**src/design/accel_sys_pkg.sv**
```systemverilog
// shared constants, types and lookup tables for the system control block
package accel_sys_pkg;

  localparam logic [7:0] ADDR_POWER_RESET_CONTROL = 8'h2b;
  localparam logic [7:0] ADDR_WAKE_SOURCE_CONTROL = 8'h2c;
  localparam logic [7:0] POWER_RESET_CONTROL_RESET = 8'h00;
  localparam logic [7:0] WAKE_SOURCE_CONTROL_RESET = 8'h00;
  localparam logic [7:0] UNMAPPED_READ_VALUE = 8'h00;

  // serial port slave address: value is arbitrary
  localparam logic [6:0] DEVICE_ADDRESS = 7'h3a;

  // power_reset_control field positions
  localparam int BIT_SELF_TEST = 7;
  localparam int BIT_SOFT_RESET = 6;
  localparam int SLEEP_SCHEME_LSB = 3;
  localparam int BIT_AUTO_SLEEP = 2;
  localparam int WAKE_SCHEME_LSB = 0;

  // wake_source_control field positions
  localparam int BIT_FIFO_GATE = 7;
  localparam int WAKE_ENABLE_LSB = 3;
  localparam int BIT_IRQ_POLARITY = 1;
  localparam int BIT_IRQ_DRIVE_TYPE = 0;
  localparam int WAKE_SOURCES = 4;

  // boot time after a software reset
  localparam int CLK_PERIOD_NS = 40;
  localparam int BOOT_TIME_NS = 1000;
  localparam logic [5:0] BOOT_CYCLES =
    6'((BOOT_TIME_NS + CLK_PERIOD_NS - 1) / CLK_PERIOD_NS);

  typedef enum logic [1:0] {
    SCHEME_NORMAL,
    SCHEME_LOW_NOISE,
    SCHEME_HIGH_RES,
    SCHEME_LOW_POWER
  } power_scheme_t;

  typedef struct packed {
    logic self_test_enable;
    power_scheme_t sleep_power_scheme;
    logic auto_sleep_enable;
    power_scheme_t wake_power_scheme;
  } power_reset_t;

  // wake enables ordered transient, orientation, pulse, freefall/motion
  typedef struct packed {
    logic fifo_gate;
    logic [WAKE_SOURCES-1:0] wake_enable;
    logic irq_polarity;
    logic irq_drive_type;
  } wake_source_t;

  typedef struct packed {
    logic wr;
    logic [7:0] addr;
    logic [7:0] wdata;
  } reg_req_t;

  // log2 of the oversampling ratio, [scheme][rate code]
  // rate code 0..7 = 800, 400, 200, 100, 50, 12.5, 6.25, 1.56 Hz
  localparam logic [3:0] OS_LOG2 [4][8] = '{
    '{4'h1, 4'h2, 4'h2, 4'h2, 4'h2, 4'h4, 4'h5, 4'h7},
    '{4'h1, 4'h2, 4'h2, 4'h2, 4'h2, 4'h2, 4'h3, 4'h5},
    '{4'h1, 4'h2, 4'h3, 4'h4, 4'h5, 4'h7, 4'h8, 4'ha},
    '{4'h1, 4'h1, 4'h1, 4'h1, 4'h1, 4'h1, 4'h2, 4'h4}
  };

endpackage : accel_sys_pkg

```
**src/design/serial_register_port.sv**
```systemverilog
// two-wire serial slave that turns bus frames into register accesses
`timescale 1ns/1ps
module serial_register_port (
  input wire logic i_clk,
  input wire logic i_srst,
  input wire logic i_ce,
  input wire logic i_scl,
  input wire logic i_sda,
  input wire logic [7:0] i_rdata,
  output logic o_sda_out,
  output logic o_sda_oe,
  output accel_sys_pkg::reg_req_t o_req
);
  typedef enum {
    IDLE, ADDR, ADDR_ACK, REG_PTR, PTR_ACK, WDATA, WDATA_ACK, RDATA,
    RDATA_ACK
  } port_state_t;

  port_state_t state;
  logic [1:0] scl_sync;
  logic [1:0] sda_sync;
  logic scl_q;
  logic sda_q;
  logic [2:0] cnt;
  logic full;
  logic rw;
  logic nack;
  logic [7:0] shift;
  logic [7:0] ptr;
  logic wr;
  logic [7:0] wdata;
  logic next_oe;
  logic scl_rise;
  logic scl_fall;
  logic start_cond;
  logic stop_cond;

  // pins pass two flops before anything looks at them
  always_ff @(posedge i_clk) begin
    if (i_srst) begin
      scl_sync <= 2'h3;
      sda_sync <= 2'h3;
      scl_q <= 1'b1;
      sda_q <= 1'b1;
    end else if (i_ce) begin
      scl_sync <= {scl_sync[0], i_scl};
      sda_sync <= {sda_sync[0], i_sda};
      scl_q <= scl_sync[1];
      sda_q <= sda_sync[1];
    end
  end

  assign scl_rise = scl_sync[1] & ~scl_q;
  assign scl_fall = ~scl_sync[1] & scl_q;
  assign start_cond = scl_sync[1] & scl_q & sda_q & ~sda_sync[1];
  assign stop_cond = scl_sync[1] & scl_q & ~sda_q & sda_sync[1];

  // bits are sampled on clock rise, the slave changes sda after the fall
  always_ff @(posedge i_clk) begin
    if (i_srst) begin
      state <= IDLE;
      cnt <= 3'h0;
      full <= 1'b0;
      rw <= 1'b0;
      nack <= 1'b0;
      shift <= 8'h00;
      ptr <= 8'h00;
      wr <= 1'b0;
      wdata <= 8'h00;
    end else if (i_ce) begin
      wr <= 1'b0;
      if (start_cond) begin
        state <= ADDR;
        cnt <= 3'h0;
        full <= 1'b0;
      end else if (stop_cond) begin
        state <= IDLE;
      end else if (scl_rise) begin
        if (state inside {ADDR, REG_PTR, WDATA}) begin
          shift <= {shift[6:0], sda_sync[1]};
          cnt <= cnt + 3'h1;
          full <= (cnt == 3'h7);
        end else if (state == RDATA) begin
          cnt <= cnt + 3'h1;
          full <= (cnt == 3'h7);
        end else if (state == RDATA_ACK) begin
          nack <= sda_sync[1];
          if (!sda_sync[1]) begin
            ptr <= ptr + 8'h01;
          end
        end
      end else if (scl_fall) begin
        unique case (state)
          IDLE: ;
          ADDR: if (full) begin
            full <= 1'b0;
            rw <= shift[0];
            state <= (shift[7:1] == accel_sys_pkg::DEVICE_ADDRESS) ?
                     ADDR_ACK : IDLE;
          end
          ADDR_ACK: if (rw) begin
            shift <= i_rdata;
            state <= RDATA;
          end else begin
            state <= REG_PTR;
          end
          REG_PTR: if (full) begin
            full <= 1'b0;
            ptr <= shift;
            state <= PTR_ACK;
          end
          PTR_ACK: state <= WDATA;
          WDATA: if (full) begin
            full <= 1'b0;
            wr <= 1'b1;
            wdata <= shift;
            state <= WDATA_ACK;
          end
          WDATA_ACK: begin
            ptr <= ptr + 8'h01;
            state <= WDATA;
          end
          RDATA: if (full) begin
            full <= 1'b0;
            state <= RDATA_ACK;
          end else begin
            shift <= {shift[6:0], 1'b0};
          end
          RDATA_ACK: if (nack) begin
            state <= IDLE;
          end else begin
            shift <= i_rdata;
            state <= RDATA;
          end
        endcase
      end
    end
  end

  assign next_oe = (state inside {ADDR_ACK, PTR_ACK, WDATA_ACK}) ||
                   (state == RDATA && !shift[7]);

  // open drain: only ever pulls low
  always_ff @(posedge i_clk) begin
    if (i_srst) begin
      o_sda_oe <= 1'b0;
    end else if (i_ce) begin
      o_sda_oe <= next_oe;
    end
  end

  assign o_sda_out = 1'b0;
  assign o_req = '{wr: wr, addr: ptr, wdata: wdata};

endmodule : serial_register_port

```
**src/design/system_power_scheme_control.sv**
```systemverilog
// power scheme, software reset and wake source control registers
//
// Overview of operation
// - the self-test bit of power_reset_control drives the axis shift.
// - writing one to the software reset bit resets at once, any mode.
// - a software reset puts every register back to its default.
// - a software reset also resets the serial port logic.
// - the software reset bit clears at end of boot and reads zero.
// - the auto-sleep bit allows wake to sleep moves when set.
// - bits 1-0 pick the oversampling scheme while awake, default 00.
// - bits 4-3 pick the oversampling scheme while asleep, default 00.
// - schemes: 00 normal, 01 low noise, 10 high res, 11 low power.
// - normal and high res ratios follow the per-rate table.
// - low noise and low power ratios follow the per-rate table.
// - wake_source_control holds gate and four wake enables, bit 2 zero.
// - bits 1 and 0 set interrupt pin polarity and drive type.
// - a set wake enable lets its function's event end sleep.
// - with the gate clear, the fifo is flushed on wake/sleep moves.
// - with the gate set, the fifo is held; a sample offered while held flags a gate error.
`timescale 1ns/1ps
module system_power_scheme_control (
  input wire logic i_clk,
  input wire logic i_srst,
  input wire logic i_ce,
  input wire logic i_scl,
  input wire logic i_sda,
  input wire logic i_active,
  input wire logic [2:0] i_data_rate,
  input wire logic i_inactivity_timeout,
  input wire logic [3:0] i_wake_events,
  input wire logic i_sample_valid,
  input wire logic i_fifo_empty,
  output logic o_sda_out,
  output logic o_sda_oe,
  output logic o_self_test,
  output logic o_soft_reset,
  output logic o_sleep,
  output accel_sys_pkg::power_scheme_t o_power_scheme,
  output logic [10:0] o_os_ratio,
  output logic o_fifo_flush,
  output logic o_fifo_blocked,
  output logic o_sample_accept,
  output logic o_gate_error_flag,
  output logic o_irq_polarity,
  output logic o_irq_drive_type
);
  typedef enum {STANDBY, WAKE, SLEEP} mode_t;

  accel_sys_pkg::reg_req_t req;
  accel_sys_pkg::power_reset_t power_reset_control;
  accel_sys_pkg::wake_source_t wake_source_control;
  mode_t mode;
  mode_t next_mode;
  logic boot_busy;
  logic [5:0] boot_cnt;
  logic sys_rst;
  logic [7:0] rdata;
  logic [3:0] wake_req;
  logic mode_change;
  logic swrst_write;
  accel_sys_pkg::power_scheme_t next_scheme;

  // the port is held in reset through boot so no half frame gets through
  assign sys_rst = i_srst | boot_busy;

  serial_register_port port (
    .i_clk(i_clk),
    .i_srst(sys_rst),
    .i_ce(i_ce),
    .i_scl(i_scl),
    .i_sda(i_sda),
    .i_rdata(rdata),
    .o_sda_out(o_sda_out),
    .o_sda_oe(o_sda_oe),
    .o_req(req)
  );

  assign swrst_write = req.wr &&
    req.addr == accel_sys_pkg::ADDR_POWER_RESET_CONTROL &&
    req.wdata[accel_sys_pkg::BIT_SOFT_RESET];

  // the reset bit lives only as the boot timer; it is never stored
  always_ff @(posedge i_clk) begin
    if (i_srst) begin
      boot_busy <= 1'b0;
      boot_cnt <= 6'h00;
    end else if (i_ce) begin
      if (boot_busy) begin
        if (boot_cnt == accel_sys_pkg::BOOT_CYCLES - 6'h01) begin
          boot_busy <= 1'b0;
        end else begin
          boot_cnt <= boot_cnt + 6'h01;
        end
      end else if (swrst_write) begin
        boot_busy <= 1'b1;
        boot_cnt <= 6'h00;
      end
    end
  end

  // a write that asks for reset stores nothing else: reset wins
  always_ff @(posedge i_clk) begin
    if (sys_rst) begin
      // the stored copy skips the reset bit and bit 5, so pick fields
      power_reset_control <= accel_sys_pkg::power_reset_t'({
        accel_sys_pkg::POWER_RESET_CONTROL_RESET[
          accel_sys_pkg::BIT_SELF_TEST],
        accel_sys_pkg::POWER_RESET_CONTROL_RESET[
          accel_sys_pkg::SLEEP_SCHEME_LSB+1:0]});
      wake_source_control <= accel_sys_pkg::wake_source_t'({
        accel_sys_pkg::WAKE_SOURCE_CONTROL_RESET[
          accel_sys_pkg::BIT_FIFO_GATE:accel_sys_pkg::WAKE_ENABLE_LSB],
        accel_sys_pkg::WAKE_SOURCE_CONTROL_RESET[
          accel_sys_pkg::BIT_IRQ_POLARITY:0]});
    end else if (i_ce && req.wr && !swrst_write) begin
      if (req.addr == accel_sys_pkg::ADDR_POWER_RESET_CONTROL) begin
        power_reset_control <= '{
          self_test_enable: req.wdata[accel_sys_pkg::BIT_SELF_TEST],
          sleep_power_scheme: accel_sys_pkg::power_scheme_t'(
            req.wdata[accel_sys_pkg::SLEEP_SCHEME_LSB +: 2]),
          auto_sleep_enable: req.wdata[accel_sys_pkg::BIT_AUTO_SLEEP],
          wake_power_scheme: accel_sys_pkg::power_scheme_t'(
            req.wdata[accel_sys_pkg::WAKE_SCHEME_LSB +: 2])
        };
      end
      if (req.addr == accel_sys_pkg::ADDR_WAKE_SOURCE_CONTROL) begin
        wake_source_control <= '{
          fifo_gate: req.wdata[accel_sys_pkg::BIT_FIFO_GATE],
          wake_enable: req.wdata[accel_sys_pkg::WAKE_ENABLE_LSB +:
                                 accel_sys_pkg::WAKE_SOURCES],
          irq_polarity: req.wdata[accel_sys_pkg::BIT_IRQ_POLARITY],
          irq_drive_type: req.wdata[accel_sys_pkg::BIT_IRQ_DRIVE_TYPE]
        };
      end
    end
  end

  // reset bit and bit 5 read back as zero, as does bit 2 of the second
  always_comb begin
    rdata = accel_sys_pkg::UNMAPPED_READ_VALUE;
    if (req.addr == accel_sys_pkg::ADDR_POWER_RESET_CONTROL) begin
      rdata = {power_reset_control.self_test_enable, 2'h0,
               power_reset_control.sleep_power_scheme,
               power_reset_control.auto_sleep_enable,
               power_reset_control.wake_power_scheme};
    end else if (req.addr == accel_sys_pkg::ADDR_WAKE_SOURCE_CONTROL) begin
      rdata = {wake_source_control.fifo_gate,
               wake_source_control.wake_enable, 1'b0,
               wake_source_control.irq_polarity,
               wake_source_control.irq_drive_type};
    end
  end

  genvar k;
  generate
    for (k = 0; k < accel_sys_pkg::WAKE_SOURCES; k++) begin : g_wake
      assign wake_req[k] = i_wake_events[k] &
                           wake_source_control.wake_enable[k];
    end
  endgenerate

  always_comb begin
    next_mode = mode;
    unique case (mode)
      STANDBY: if (i_active) next_mode = WAKE;
      WAKE: if (!i_active) begin
        next_mode = STANDBY;
      end else if (power_reset_control.auto_sleep_enable &&
                   i_inactivity_timeout) begin
        next_mode = SLEEP;
      end
      SLEEP: if (!i_active) begin
        next_mode = STANDBY;
      end else if (|wake_req ||
                   !power_reset_control.auto_sleep_enable) begin
        next_mode = WAKE;
      end
    endcase
  end

  assign mode_change = (mode == WAKE && next_mode == SLEEP) ||
                       (mode == SLEEP && next_mode == WAKE);

  always_ff @(posedge i_clk) begin
    if (sys_rst) begin
      mode <= STANDBY;
    end else if (i_ce) begin
      mode <= next_mode;
    end
  end

  // an empty fifo in the same cycle as a new block loses to the block
  always_ff @(posedge i_clk) begin
    if (sys_rst) begin
      o_fifo_flush <= 1'b0;
      o_fifo_blocked <= 1'b0;
      o_gate_error_flag <= 1'b0;
    end else if (i_ce) begin
      o_fifo_flush <= mode_change &&
                      !wake_source_control.fifo_gate;
      if (mode_change && wake_source_control.fifo_gate) begin
        o_fifo_blocked <= 1'b1;
      end else if (i_fifo_empty) begin
        o_fifo_blocked <= 1'b0;
      end
      if (o_fifo_blocked && i_sample_valid) begin
        o_gate_error_flag <= 1'b1;
      end else if (i_fifo_empty) begin
        o_gate_error_flag <= 1'b0;
      end
    end
  end

  assign o_sample_accept = i_sample_valid & ~o_fifo_blocked;

  assign next_scheme = (mode == SLEEP) ?
    power_reset_control.sleep_power_scheme :
    power_reset_control.wake_power_scheme;

  // ratio is a power of two, so the table keeps only its exponent
  always_ff @(posedge i_clk) begin
    if (sys_rst) begin
      o_power_scheme <= accel_sys_pkg::SCHEME_NORMAL;
      o_os_ratio <= 11'h000;
    end else if (i_ce) begin
      o_power_scheme <= next_scheme;
      o_os_ratio <= 11'h001 <<
        accel_sys_pkg::OS_LOG2[next_scheme][i_data_rate];
    end
  end

  assign o_self_test = power_reset_control.self_test_enable;
  assign o_irq_polarity = wake_source_control.irq_polarity;
  assign o_irq_drive_type = wake_source_control.irq_drive_type;
  assign o_soft_reset = boot_busy;
  assign o_sleep = (mode == SLEEP);
endmodule : system_power_scheme_control

```
**config.mk**
```make
export PLATFORM = sky130hd
export DESIGN_NAME = system_power_scheme_control
export DESIGN_NICKNAME = d
export VERILOG_FILES = /design/src/design/accel_sys_pkg.sv /design/src/design/serial_register_port.sv /design/src/design/system_power_scheme_control.sv
export SDC_FILE = /design/constraint.sdc
export NUM_CORES = 1
export LEC_CHECK = 0
export BUFFER_PORTS_ARGS = -buffer_cell sky130_fd_sc_hd__buf_2
export CORE_AREA = 4 4 123 78
export DETAILED_ROUTE_END_ITERATION = 10
export DIE_AREA = 0 0 127 82
export HOLD_SLACK_MARGIN = 0.02
export PLACE_DENSITY = 0.83
export SYNTH_ARGS = -nofsm -noshare
export SYNTH_HDL_FRONTEND = slang
export SYNTH_HIERARCHICAL = 1
export SYNTH_SLANG_ARGS = --single-unit
```
**constraint.sdc**
```tcl
create_clock -name i_clk -period 4.8 [get_ports i_clk]
set_input_delay 0.48 -clock i_clk [delete_from_list [all_inputs] [get_ports i_clk]]
set_output_delay 0.48 -clock i_clk [all_outputs]
set_load 0.02 [all_outputs]
```
# Word-level counts from Yosys, hierarchy flattened
# Index checks and enable logic that the tools add are counted.
# classes
n_eq_ne	38
mux	69
bitwise	25
n_addsub	3
n_shift	1
n_lt_le_gt_ge	2
reduce_logical	49
# op_table
op	n
$mux 32	15
$pmux 32 s7	1
$eq 32x3->1 const B	6
$eq 32x2->1 const B	5
$mux 8	15
$pmux 32 s3	1
$bmux 32 s2	1
$eq 32x1->1 const B	2
$eq 32x4->1 const B	2
$eq 32x5->1 const B	1
$logic_not 32->1	1
$pmux 8 s3	1
$mux 3	7
$reduce_and 7->1	3
$reduce_bool 3->1	7
$mux 1	19
$mux 6	3
$eq 8x6->1 const B	2
$ne 4x1->1 const B	4
$pmux 8 s2	1
$and 1x1->1	12
$bmux 4 s3	1
$ne 2x2->1 const B	6
$logic_and 1x1->1	11
33 further kinds	60
# totals
output_inout_bits	24
reg_bits	138
input_bits	16
wordCells	217

# Depth between registers and ports, before layout
# Gate-level depths: netlist of the first run.
# logic_depth
depth_word	12
depth_mapped	13
ltp_nobuf	12

# Hierarchy
# Netlist of the first run, hierarchy kept.
# modules_own_cells
mod	cells_each	seq_area_each_um2	area_each_um2	n_inst
system_power_scheme_control	308	1361.3	2982.9	1
serial_register_port	282	840.8	2359.8	1

# Worst setup path after synthesis of the first run
# OpenSTA, ideal clock, no wires.
# synth_timing
path_kind	register to register
from	reg mode[17]
to	reg o_os_ratio[10]
setup_time_ns	0.061
path_stages_with_launch	11
arrival_ns	2.527
n_path_buf	0
t_required_ns	4.739
setup_slack_ns	2.212
path_cell_list	dfxtp_1 nor4_4 nand4_4 o31ai_2 and2_4 inv_8 ha_1 a21oi_1 o22ai_1 a221oi_4 a32o_1
# synth_via
elab_chain_len	10
# synth_rtl
element	line	text
start, declared	system_power_scheme_control.sv:52	mode_t mode;
start signal, assigned	system_power_scheme_control.sv:188	mode <= next_mode;
$eq 32x3->1	system_power_scheme_control.sv:216	assign next_scheme = (mode == SLEEP) ?
$mux 2	system_power_scheme_control.sv:216	
net next_scheme[1]	system_power_scheme_control.sv:61	accel_sys_pkg::power_scheme_t next_scheme;
$not 2->3 (not written as such)	system_power_scheme_control.sv:228	accel_sys_pkg::OS_LOG2[next_scheme][i_data_rate];
$bmux 32 s2	system_power_scheme_control.sv:228	
$mux 32 (not written as such) (2 in series)	system_power_scheme_control.sv:228	
$bmux 4 s3	system_power_scheme_control.sv:228	
$mux 4 (not written as such) (2 in series)	system_power_scheme_control.sv:228	
$shl 1x4->11	system_power_scheme_control.sv:227	o_os_ratio <= 11'h001 <<
end signal, assigned	system_power_scheme_control.sv:227	
end, declared	system_power_scheme_control.sv:39	output logic [10:0] o_os_ratio,
# The timed path passes the listed nets, and every way through them passes these cells. The select of a mux whose other input is x is not followed.
# A chain may end at the register's enable or synchronous reset.

# Final worst setup path of the first run
# layout_timing
from	reg mode[27]
to	reg o_os_ratio[2]
# The elaborated chain is that of the path after synthesis.

==> results.cfg, run 1 <==
[status]
status = finished clean

[final_layout]
n_fill_cell = 650
diodes = 0
final_cell_area_um2 = 5792
nets = 632
drive_gt1_frac = 0.1375
area_growth_pct = 8.407

[sta]
fmax_mhz = 326.7
relSlewSlack = 0.2881
worst_slack_ps = 1739
rsz0062_at_grt = no
finalHoldViolCount = 0
slew_viol_final = 0
fin_setup_tns_ps = 0
whs_ps = 335.6
max_slew.worst_pin.slew_ps = 1061
period_needed_ps = 3061
clock_skew_ps = 4.362
setup_viol = 0
post-route-period-util = 0.6376

[clocking]
cts_setup_buffers = 0
cts.clk_slew.worst_paths_ps = 70
cts-buffers-inserted = 9
cts.repair.resized = 0
cts_hold_buf = 0
cts_tree = yes
h-tree-depth = 3
clock_path_buffers = 2
clk_latency_ps = 350
clock-root-buffer = clkbuf_16
cts_num_sinks = 110

[setup_path]
crit_end = o_os_ratio[2]
crit_required_ps = 5090
crit_top_cell = nor2_1
rr_startpoint = mode[27]
reg2reg_depth = 12
crit_type = reg2reg
r2r-end = o_os_ratio[2]
crit_path_end_kind = flip-flop
crit_slowest_cell = a221oi_4
critPathMaxStageDelay_ps = 450
cp_data_arrival_time_ps = 3350
worstPathCellList = nor4_2, nand4_2, o31ai_2, and2_4, inv_8, ha_1, nor2_1, nor2_1, a21oi_1, o32ai_1, a221oi_4, a32o_1
startpoint = mode[27]
crit_path_start_kind = flip-flop
cp_max_fo = 10
r2r_setup_slack_ps = 1740

[power_and_ir_drop]
combPwrFrac = 0.058
ir_drop_uv = 186.0
pwr-share-clk = 0.409
leakagePower_nw = 2.412
p_switching_w = 0.0004207
seqPwrFrac = 0.533
p_int_w = 0.001309
powerDensity_nw_per_um2 = 298.7
swShare = 0.2432
power.total_w = 0.001730

[global_route]
use_met3 = 0.06108
grt_pass1_vias = 4190
grtUsageMet2 = 0.3771
grt_most_used_layer = met2
grt_usage = 0.2409
grt_pass1_wl_um = 20270
grt_start_max_net_pins = 55
antenna_found_initial = 0
grt_remaining_overflow = 0
use_met1 = 0.3305

[floorplanning]
core-area_um2 = 8393
die_x_um = 127
dieArea_um2 = 10410
pin_count = 40
rows = 26
start_util = 0.6366
die_h_um = 82

[placed_design]
hpwl_um = 8703
place_ws_ps = 1767
io_buffers = 38
dpl_cell_area_um2 = 5510
gp_congestion = 0.8809

[drt]
wire_per_inst_um = 16.86
dr.pass1.iters = 5
vias = 4534
viasPerCell = 6.271
postRouteAntennaNets = 0
drt_iter0_drc = 487
drt_wl_total_um = 12190
drc = 0

[yosys]
syn_area_per_cell_um2 = 9.055
async_reset_ff_frac = 0
syn_inst = 590
synth_cell_types = 74
ys.flop_type = dfxtp_1
synth_nets = 616
ys_warn_count = 6
ys_ff_latch = 110
yosysSeqAreaShare = 0.4122
syn_area_um2 = 5343
synth_enable_flop_cells = 0

[min_path]
min_path_cells = 2
hp-class = in2reg

[flow_run]
cap_viol_max_count = 0
-- state kept, by name, indices dropped and copies added (netlist names), 2 cells and up --
| signal | count |
|---|---|
| boot_cnt | 6 |
| mode | 32 |
| o_os_ratio | 11 |
| o_power_scheme | 2 |
| port/cnt | 3 |
| port/ptr | 8 |
| port/scl_sync | 2 |
| port/sda_sync | 2 |
| port/shift | 8 |
| port/state | 4 |
| port/wdata | 8 |
| power_reset_control | 5 |
| wake_source_control | 5 |
-- how the worst min path moves through the flow --
stage	startpoint	to	slack, ps
CTS	i_srst	boot_cnt[0]	330
global placement	o_os_ratio[8]	o_os_ratio[8]	430
floorplan	mode[26]	mode[26]	430
global route	i_scl	port/scl_sync[0]	330
finish	i_srst	boot_cnt[0]	340
detailed placement	o_os_ratio[0]	o_os_ratio[0]	440
-- Yosys cell counts (3+ instances only) --
library cell | count | area (um2)
o221ai_1 | 3 | 26.28
nor3_1 | 7 | 35.03
nand2_1 | 52 | 195.2
nand3b_1 | 7 | 52.55
and4_1 | 3 | 26.28
buf_2 | 10 | 50.05
mux2i_1 | 40 | 400.4
a32o_1 | 5 | 50.05
buf_6 | 4 | 45.04
a211oi_1 | 4 | 30.03
ha_1 | 10 | 125.1
and2_1 | 41 | 256.5
a22o_1 | 5 | 43.79
inv_1 | 13 | 48.80
o21ai_1 | 4 | 20.02
nor4_1 | 5 | 31.28
or3_1 | 8 | 50.05
nand3_1 | 15 | 75.07
o31ai_1 | 8 | 60.06
nand4_1 | 3 | 18.77
nor4_2 | 4 | 50.05
a21oi_1 | 34 | 170.2
o22ai_1 | 4 | 25.02
o211ai_1 | 3 | 22.52
nor3b_1 | 4 | 30.03
xor2_1 | 3 | 26.28
nor2_1 | 60 | 225.2
o41ai_1 | 3 | 26.28
nand2b_1 | 5 | 31.28
a31oi_1 | 4 | 25.02
dfxtp_1 | 110 | 2202
nand4b_1 | 3 | 26.28
and3_1 | 6 | 37.54
nor2b_1 | 7 | 43.79
o32ai_1 | 4 | 35.03
clkbuf_1 | 20 | 75.07
nor4_4 | 4 | 85.08
o21ai_0 | 21 | 105.1
-- layout by cell type (no fill, tap or decap), drive strengths merged, types with 5 or more instances in the layout --
cell type / count
and3: 6
nor4: 13
nor2b: 7
or3: 8
a32o: 5
nand3b: 7
buf: 41
o21ai: 25
clkbuf: 9
nor3: 8
nand3: 15
a22o: 5
dfxtp: 110
ha: 10
o31ai: 11
nand2: 52
a211oi: 6
nor2: 60
mux2i: 40
nand4: 5
a21oi: 35
nand2b: 5
inv: 17
and2: 43
-- through the flow --
step,cells,util
6_report,723,0.6901
5_1_grt,723,0.6901
4_1_cts,723,0.6901
3_5_place_dp,707,0.6565
3_3_place_gp,707,0.6565
2_1_floorplan,590,-
-- power groups by stage --
stage          combinational, W  sequential (W)  clock, W
2_1_floorplan         0.0000696        0.000946         0
3_3_place_gp          0.0000952        0.000944         0
3_5_place_dp          0.0000981        0.000944         0
4_1_cts               0.0000985        0.000923  0.000718
5_1_grt                0.000110        0.000923  0.000762
6_report               0.000100        0.000923  0.000707
-- layout make-up --
cell class / instances / area (um2) / share of cell area
sequential: 110 / 2202 / 0.3802
multi-input combinational: 430 / 2895 / 0.4999
tap: 112 / 140.1 / 0.02420
timing repair buffer: 41 / 212.7 / 0.03673
clock inverter: 7 / 56.30 / 0.009721
inverter: 14 / 60.06 / 0.01037
clock buffer: 9 / 225.2 / 0.03889
-- per-layer routing --
metal  routed length [um]  up-vias  part of all wire
met2                 5368      216              0.44
met5                    0        -                 0
li1                     -     2162                 -
met3                  989       24             0.081
met1                 5642     2132              0.46
met4                  192        0             0.016
-- logic make-up after synthesis --
kind of cell,Yosys count,share of synthesized area
adders and majority gates,10,0.02342
other,1,0.0007019
and+or+nand+nor,247,0.2628
DFF,110,0.4122
muxes,41,0.07705
xor gates and xnor gates,6,0.01124
buffers and inverters,50,0.04590
AOI/OAI and AO/OA,125,0.1667
-- worst max-delay path: cells and delay by family (launching register included) --
kind            cells  cell delay, ps
compound gates      5            1300
fa+ha+maj           1             200
buf+inv             1              50
flops               1             320
simple gates        5            1130
(Power assumes the default switching activity.)
==> run 2, diff against run 1 <==
--- a/config.mk
+++ b/config.mk
@@ -5,12 +5,13 @@
 export SDC_FILE = /design/constraint.sdc
 export NUM_CORES = 1
 export LEC_CHECK = 0
+export ABC_AREA = 1
 export BUFFER_PORTS_ARGS = -buffer_cell sky130_fd_sc_hd__buf_2
-export CORE_AREA = 4 4 123 78
+export CORE_AREA = 4 4 131 83
 export DETAILED_ROUTE_END_ITERATION = 10
-export DIE_AREA = 0 0 127 82
+export DIE_AREA = 0 0 135 87
 export HOLD_SLACK_MARGIN = 0.02
-export PLACE_DENSITY = 0.83
+export PLACE_DENSITY = 0.78
 export SYNTH_ARGS = -nofsm -noshare
 export SYNTH_HDL_FRONTEND = slang
 export SYNTH_HIERARCHICAL = 1
==> constraint.sdc (replaced) <==
create_clock -name i_clk -period 2.9 [get_ports i_clk]
set_input_delay 0.29 -clock i_clk [delete_from_list [all_inputs] [get_ports i_clk]]
set_output_delay 0.29 -clock i_clk [all_outputs]
set_load 0.02 [all_outputs]
==> run 2 against run 1 <==
Compared with the run above:
- wire length rose by 7.3%
- clock power rose by 82%
- via count rose by 14%
- core utilization fell by 4.9 points
- cell count is 31% higher
- synthesized area up 5.7%
- critical path depth is 4 higher
- fmax is 27% higher
- worst hold slack got worse by 220 ps
- critical path type unchanged
- largest cell class unchanged
- largest power group unchanged
- highest routed layer unchanged
==> results.cfg, run 2 <==
[setup_path]
cp.depth = 16
crit_top_cell = nor2_1
crit_path_end_kind = flip-flop
crit_path_start_kind = flip-flop
crit_type = reg2reg
critPathMaxStageDelay_ps = 310
crit_slowest_cell = dfxtp_1
crit_buf_inv = 1
critical_path.top_delay_family = simple AND/OR/NAND/NOR gates
startpoint = mode[26]
rr_startpoint = mode[26]
r2r_setup_slack_ps = 500
cp_data_arrival_time_ps = 2610
reg2reg_depth = 16
worstPathCellList = inv_1, nand2_1, nor2_1, nand2_1, nor2_4, nand2_4, nand2_2, nand2_2, ha_1, or2_2, nand3_1, nand3_2, nand3_1, nor2_1, nor2_1, nor2_1
crit_end = o_os_ratio[6]
crit_required_ps = 3110
r2r-end = o_os_ratio[6]
cp_max_fo = 4

[clocking]
cts-buffers-inserted = 9
cts_setup_buffers = 0
cts_hold_buf = 0
clk_latency_ps = 350
h-tree-depth = 3
cts_num_sinks = 110
cts.repair.resized = 0
clock-root-buffer = clkbuf_16
clock_path_buffers = 2
cts_tree = yes
cts.clk_slew.worst_paths_ps = 80

[floorplanning]
pin_count = 40
rows = 28
die_h_um = 87
die_x_um = 135
start_util = 0.5864
core-area_um2 = 9634
dieArea_um2 = 11750

[final_layout]
final_common_cell = nand2_1
largest_reg_flops = 32
diodes = 0
final_cell_mix = nand2_1 (156), dfxtp_1 (110), nor2_1 (95)
drive_gt1_frac = 0.1521
final_cells = 950
reg_top3 = mode: 32 flops, o_os_ratio: 11 flops
area_growth_pct = 9.302
nets = 836
largest-register = mode

[sta]
whs_ps = 118.8
fin_setup_tns_ps = 0
relSlewSlack = 0.3931
max_slew.worst_pin.slew_ps = 910.4
finalHoldViolCount = 0
clock_skew_ps = 8.691
period_needed_ps = 2402
slew_viol_final = 0
rsz0062_at_grt = no
post-route-period-util = 0.8283
setup_viol = 0
fmax_mhz = 416.3

[power_and_ir_drop]
leakagePower_nw = 2.677
powerDensity_nw_per_um2 = 514.9
ir_drop_uv = 349.8

[yosys]
synth_top_area_cell = dfxtp_1
ys_warn_count = 6
ys_top_cells_by_count = nand2_1 (157), dfxtp_1 (110), nor2_1 (95)
ys.flop_type = dfxtp_1
ys_top_cells_by_area = dfxtp_1 (39%), nand2_1 (10%), nand3_1 (6.4%)
yosysSeqAreaShare = 0.3898
synth_nets = 817
async_reset_ff_frac = 0
synth_top_cell_area_share = 0.3898
yosysMostFrequentCell = nand2_1
ys_ff_latch = 110
syn_inst = 791
syn_area_per_cell_um2 = 7.142
syn_area_um2 = 5649
synth_enable_flop_cells = 0
synth_cell_types = 46

[placed_design]
gp_congestion = 0.8915
numPlacedInstances = 934
io_buffers = 38
hpwl_um = 9398

[global_route]
grt_usage = 0.2300
grt_remaining_overflow = 0
antenna_found_initial = 0
grt_pass1_wl_um = 22020
grt_start_max_net_pins = 88
grt_pass1_vias = 4667

[drt]
viasPerCell = 5.461
postRouteAntennaNets = 0
dr.pass1.iters = 5
drt_wl_total_um = 13080
drc = 0
wire_per_inst_um = 13.77
drt_iter0_drc = 446
vias = 5188

[min_path]
hp-class = in2reg

[flow_run]
cap_viol_max_count = 0

[status]
status = finished clean
## run 2: changes by cell type in the layout (fill, tap and decap cells not counted), moves of 31 or more
| cell | before | now |
|---|---|---|
| and2_1 | 41 | 1 |
| mux2i_1 | 40 | 0 |
| nand2_1 | 52 | 156 |
| nor2_1 | 60 | 95 |
| inv_1 | 13 | 91 |
| a211oi_1 | 4 | 35 |
| nand3_1 | 15 | 72 |
## run 2: how the worst min path moves through the flow
stage / cells after the start / end / from / slack [ps]
2_1_floorplan: 1 / o_soft_reset / i_srst / 360
3_3_place_gp: 2 / mode[9] / mode[9] / 430
3_5_place_dp: 2 / mode[6] / mode[6] / 430
4_1_cts: 2 / o_soft_reset / i_srst / 110
5_1_grt: 2 / o_soft_reset / i_srst / 120
6_report: 2 / o_soft_reset / i_srst / 120
## run 2: layout make-up
| cell class | count | area (um2) |
|---|---|---|
| clock buffers | 9 | 225.2 |
| fillers | 877 | 3460 |
| inverters | 100 | 380.4 |
| multi-input cells | 548 | 2898 |
| well taps | 135 | 168.9 |
| flip-flops and latches | 110 | 2202 |
| repair buffers | 41 | 212.7 |
| clock inverters | 7 | 87.58 |
## run 2: where the power goes
| group | switching, W | total [W] | internal [W] |
|---|---|---|---|
| sequential | 0.0000272 | 0.00156 | 0.00153 |
| combinational | 0.000232 | 0.000327 | 0.0000949 |
| clock | 0.000602 | 0.00129 | 0.000692 |
| total | 0.000862 | 0.00318 | 0.00232 |
## run 2: logic make-up (layout without fill, tap and decap cells)
family / count (synthesis) / count (layout) / share of synthesized area
other: 1 / 1 / 0.0006638
AOI/OAI and AO/OA: 134 / 134 / 0.1393
xor gates and xnor gates: 4 / 4 / 0.006203
buffers and inverters: 133 / 157 / 0.09767
adders and majority gates: 10 / 10 / 0.02215
DFF: 110 / 110 / 0.3898
and+or+nand+nor: 399 / 399 / 0.3442
## run 2: through the flow
step | total power (W) | utilization | area, um2 | setup slack, ps
6_report | 0.003179 | 0.6409 | 6175 | 497.9
5_1_grt | 0.003315 | 0.6409 | 6175 | 257.2
4_1_cts | 0.003195 | 0.6409 | 6175 | 496.9
3_5_place_dp | 0.001914 | 0.6084 | 5862 | 566.1
3_3_place_gp | 0.001903 | 0.6084 | 5862 | 672.5
2_1_floorplan | 0.001845 | - | 5649 | 875.7
## run 2: metal layers
metal | track usage | up-vias | share of wire
met5 | 0 | - | 0
met4 | 0.04758 | 0 | 0.0070
met3 | 0.05716 | 7 | 0.076
met2 | 0.3469 | 179 | 0.42
met1 | 0.3354 | 2394 | 0.49
li1 | - | 2608 | -
==> run 3, diff against run 2 <==
--- a/config.mk
+++ b/config.mk
@@ -7,11 +7,11 @@
 export LEC_CHECK = 0
 export ABC_AREA = 1
 export BUFFER_PORTS_ARGS = -buffer_cell sky130_fd_sc_hd__buf_2
-export CORE_AREA = 4 4 131 83
+export CORE_AREA = 4 4 136 86
 export DETAILED_ROUTE_END_ITERATION = 10
-export DIE_AREA = 0 0 135 87
+export DIE_AREA = 0 0 140 90
 export HOLD_SLACK_MARGIN = 0.02
-export PLACE_DENSITY = 0.78
+export PLACE_DENSITY = 0.76
 export SYNTH_ARGS = -nofsm -noshare
 export SYNTH_HDL_FRONTEND = slang
 export SYNTH_HIERARCHICAL = 1
==> constraint.sdc (replaced) <==
create_clock -name i_clk -period 2 [get_ports i_clk]
set_input_delay 0.2 -clock i_clk [delete_from_list [all_inputs] [get_ports i_clk]]
set_output_delay 0.2 -clock i_clk [all_outputs]
set_load 0.02 [all_outputs]
==> run 3 against run 2 <==
Compared with the run above:
- the run now ends with negative setup slack left
- register-to-register slack lost 680 ps
- cell area rose by 12%
- core utilization increased by 2.4 points
- global-route usage fell by 0.54 points
- flip-flop and latch count unchanged
- power increased by 50%
- sequential power grew 44%
- first-iteration DRC count down 2.0%
- clock skew fell by 2.7 ps
- fmax increased by 9.9%
- largest cell class unchanged
==> results.cfg, run 3 (same netlist as run 2, synthesis figures left out) <==
[status]
status = finished, violations left
violations = negative setup slack

[placed_design]
gp_congestion = 0.8949
hpwl_um = 9747
io_buffers = 38
place_ws_ps = -226.9
numPlacedInstances = 980

[sta]
slew_viol_final = 0
clock_skew_ps = 5.989
finalHoldViolCount = 0
relSlewSlack = 0.6120
worst_slack_ps = -185.5
post-route-period-util = 1.093
fmax_mhz = 457.6
period_needed_ps = 2186
rsz0062_at_grt = yes
max_slew.worst_pin.slew_ps = 581.3
setup_viol = 13

[drt]
vias = 5554
viasPerCell = 5.445
drc = 0
postRouteAntennaNets = 0
drt_iter0_drc = 437
dr.pass1.iters = 8
wire_per_inst_um = 14.07
drt_wl_total_um = 14360

[final_layout]
final_common_cell = nand2_1
nets = 902
reg_top3 = mode: 32 flops, o_os_ratio: 11 flops
final_cell_mix = nand2_1 (150), dfxtp_1 (106), nor2_1 (87)
largest_reg_flops = 32
largest-register = mode
diodes = 0
area_growth_pct = 22.10
final_cells = 1020
drive_gt1_frac = 0.2554

[clocking]
cts-buffers-inserted = 9
clk_latency_ps = 350
cts.clk_slew.worst_paths_ps = 70
clock_path_buffers = 2
cts_tree = yes
h-tree-depth = 3
cts_num_sinks = 110
clock-root-buffer = clkbuf_16

[setup_path]
critical_path.top_delay_family = simple AND/OR/NAND/NOR gates
worstPathCellList = inv_2, nand2_2, nor2_1, nand2_1, nor2_4, nand2_4, nand2_4, nand2_4, ha_4, o21bai_1, a21oi_1, nand2_1, nand2_4, nand2_2, nor2_2, nor2_1, nor2_1
crit_top_cell = nand2_4
crit_path_end_kind = flip-flop
cp_max_fo = 7
cp.depth = 17
critPathMaxStageDelay_ps = 320
reg2reg_depth = 17
crit_path_start_kind = flip-flop
crit_slowest_cell = dfxtp_2
rr_startpoint = mode[13]
startpoint = mode[13]
cp_data_arrival_time_ps = 2480
crit_buf_inv = 1
crit_type = reg2reg
crit_required_ps = 2290

[floorplanning]
dieArea_um2 = 12600
die_x_um = 140
rows = 29
start_util = 0.5444
pin_count = 40
die_h_um = 90
core-area_um2 = 10380

[min_path]
min-delay-start = i_sda
min_path_cells = 3
hp-class = in2reg

[global_route]
grt_start_max_net_pins = 88
use_met1 = 0.3253
grtUsageMet2 = 0.3284
use_met3 = 0.06151
grt_most_used_layer = met2
grt_usage = 0.2246
grt_remaining_overflow = 0
grt_pass1_vias = 5035
antenna_found_initial = 0
grt_pass1_wl_um = 23890

[power_and_ir_drop]
pwr-share-clk = 0.414
p_switching_w = 0.001242
p_int_w = 0.003540
swShare = 0.2597
leakagePower_nw = 3.044
combPwrFrac = 0.115
seqPwrFrac = 0.472
powerDensity_nw_per_um2 = 693.2
ir_drop_uv = 486.1

[flow_run]
cap_viol_max_count = 0
-- run 3: final timing paths --
path / end / slack (ps)
setup reg to reg: o_os_ratio[7] / -190
hold / removal: port/sda_sync[0] / 50
setup / recovery: o_os_ratio[7] / -190
hold reg to reg: mode[5] / 450
-- run 3: area by class of cell --
class	instances	area [um2]
sequential	110	2207
tap	139	173.9
multi-input combinational	548	3055
fill	855	3480
inverter	100	385.4
clock inverter	6	91.34
timing repair buffer	107	745.7
clock buffer	10	239.0
-- run 3: repair_timing --
action                                  CTS  global route
endpoints found under the hold margin     1             0
hold buffers                              1             0
gates resized for setup                  14            41
pin swaps                                32            24
buffers inserted                         20             3
endpoints found under the setup margin   11            46
-- run 3: stage by stage --
| stage | instance area [um2] | setup TNS [ps] | utilization | power [W] | hold slack (ps) |
|---|---|---|---|---|---|
| 2_1_floorplan | 5654 | 0 | - | 0.002675 | 269.1 |
| 3_3_place_gp | 6212 | -989.8 | 0.5986 | 0.002792 | 396.0 |
| 3_5_place_dp | 6212 | -1763 | 0.5986 | 0.002806 | 397.5 |
| 4_1_cts | 6759 | -1146 | 0.6513 | 0.004783 | 45.59 |
| 5_1_grt | 6898 | -4326 | 0.6647 | 0.004968 | 63.37 |
| 6_report | 6898 | -1856 | 0.6647 | 0.004782 | 53.75 |
-- run 3: layer usage --
metal,vias up,share of wire
met4,0,0.015
li1,2748,-
met1,2581,0.47
met3,26,0.075
met5,-,0
met2,199,0.44
-- run 3: power groups by stage --
stage	Clock (W)	Combinational, W	Sequential, W
after CTS	0.00201	0.000522	0.00225
final	0.00198	0.000549	0.00225
after detailed placement	0	0.000502	0.00230
after floorplan	0	0.000369	0.00231
after global placement	0	0.000490	0.00230
after global routing	0.00211	0.000601	0.00226
-- run 3: worst reg2reg max path: cells and delay by family, from the launching register on --
kind	cells	cell delay, ps
buf+inv	1	50
compound gates	2	290
simple gates	13	1290
fa+ha+maj	1	170
flops	1	320
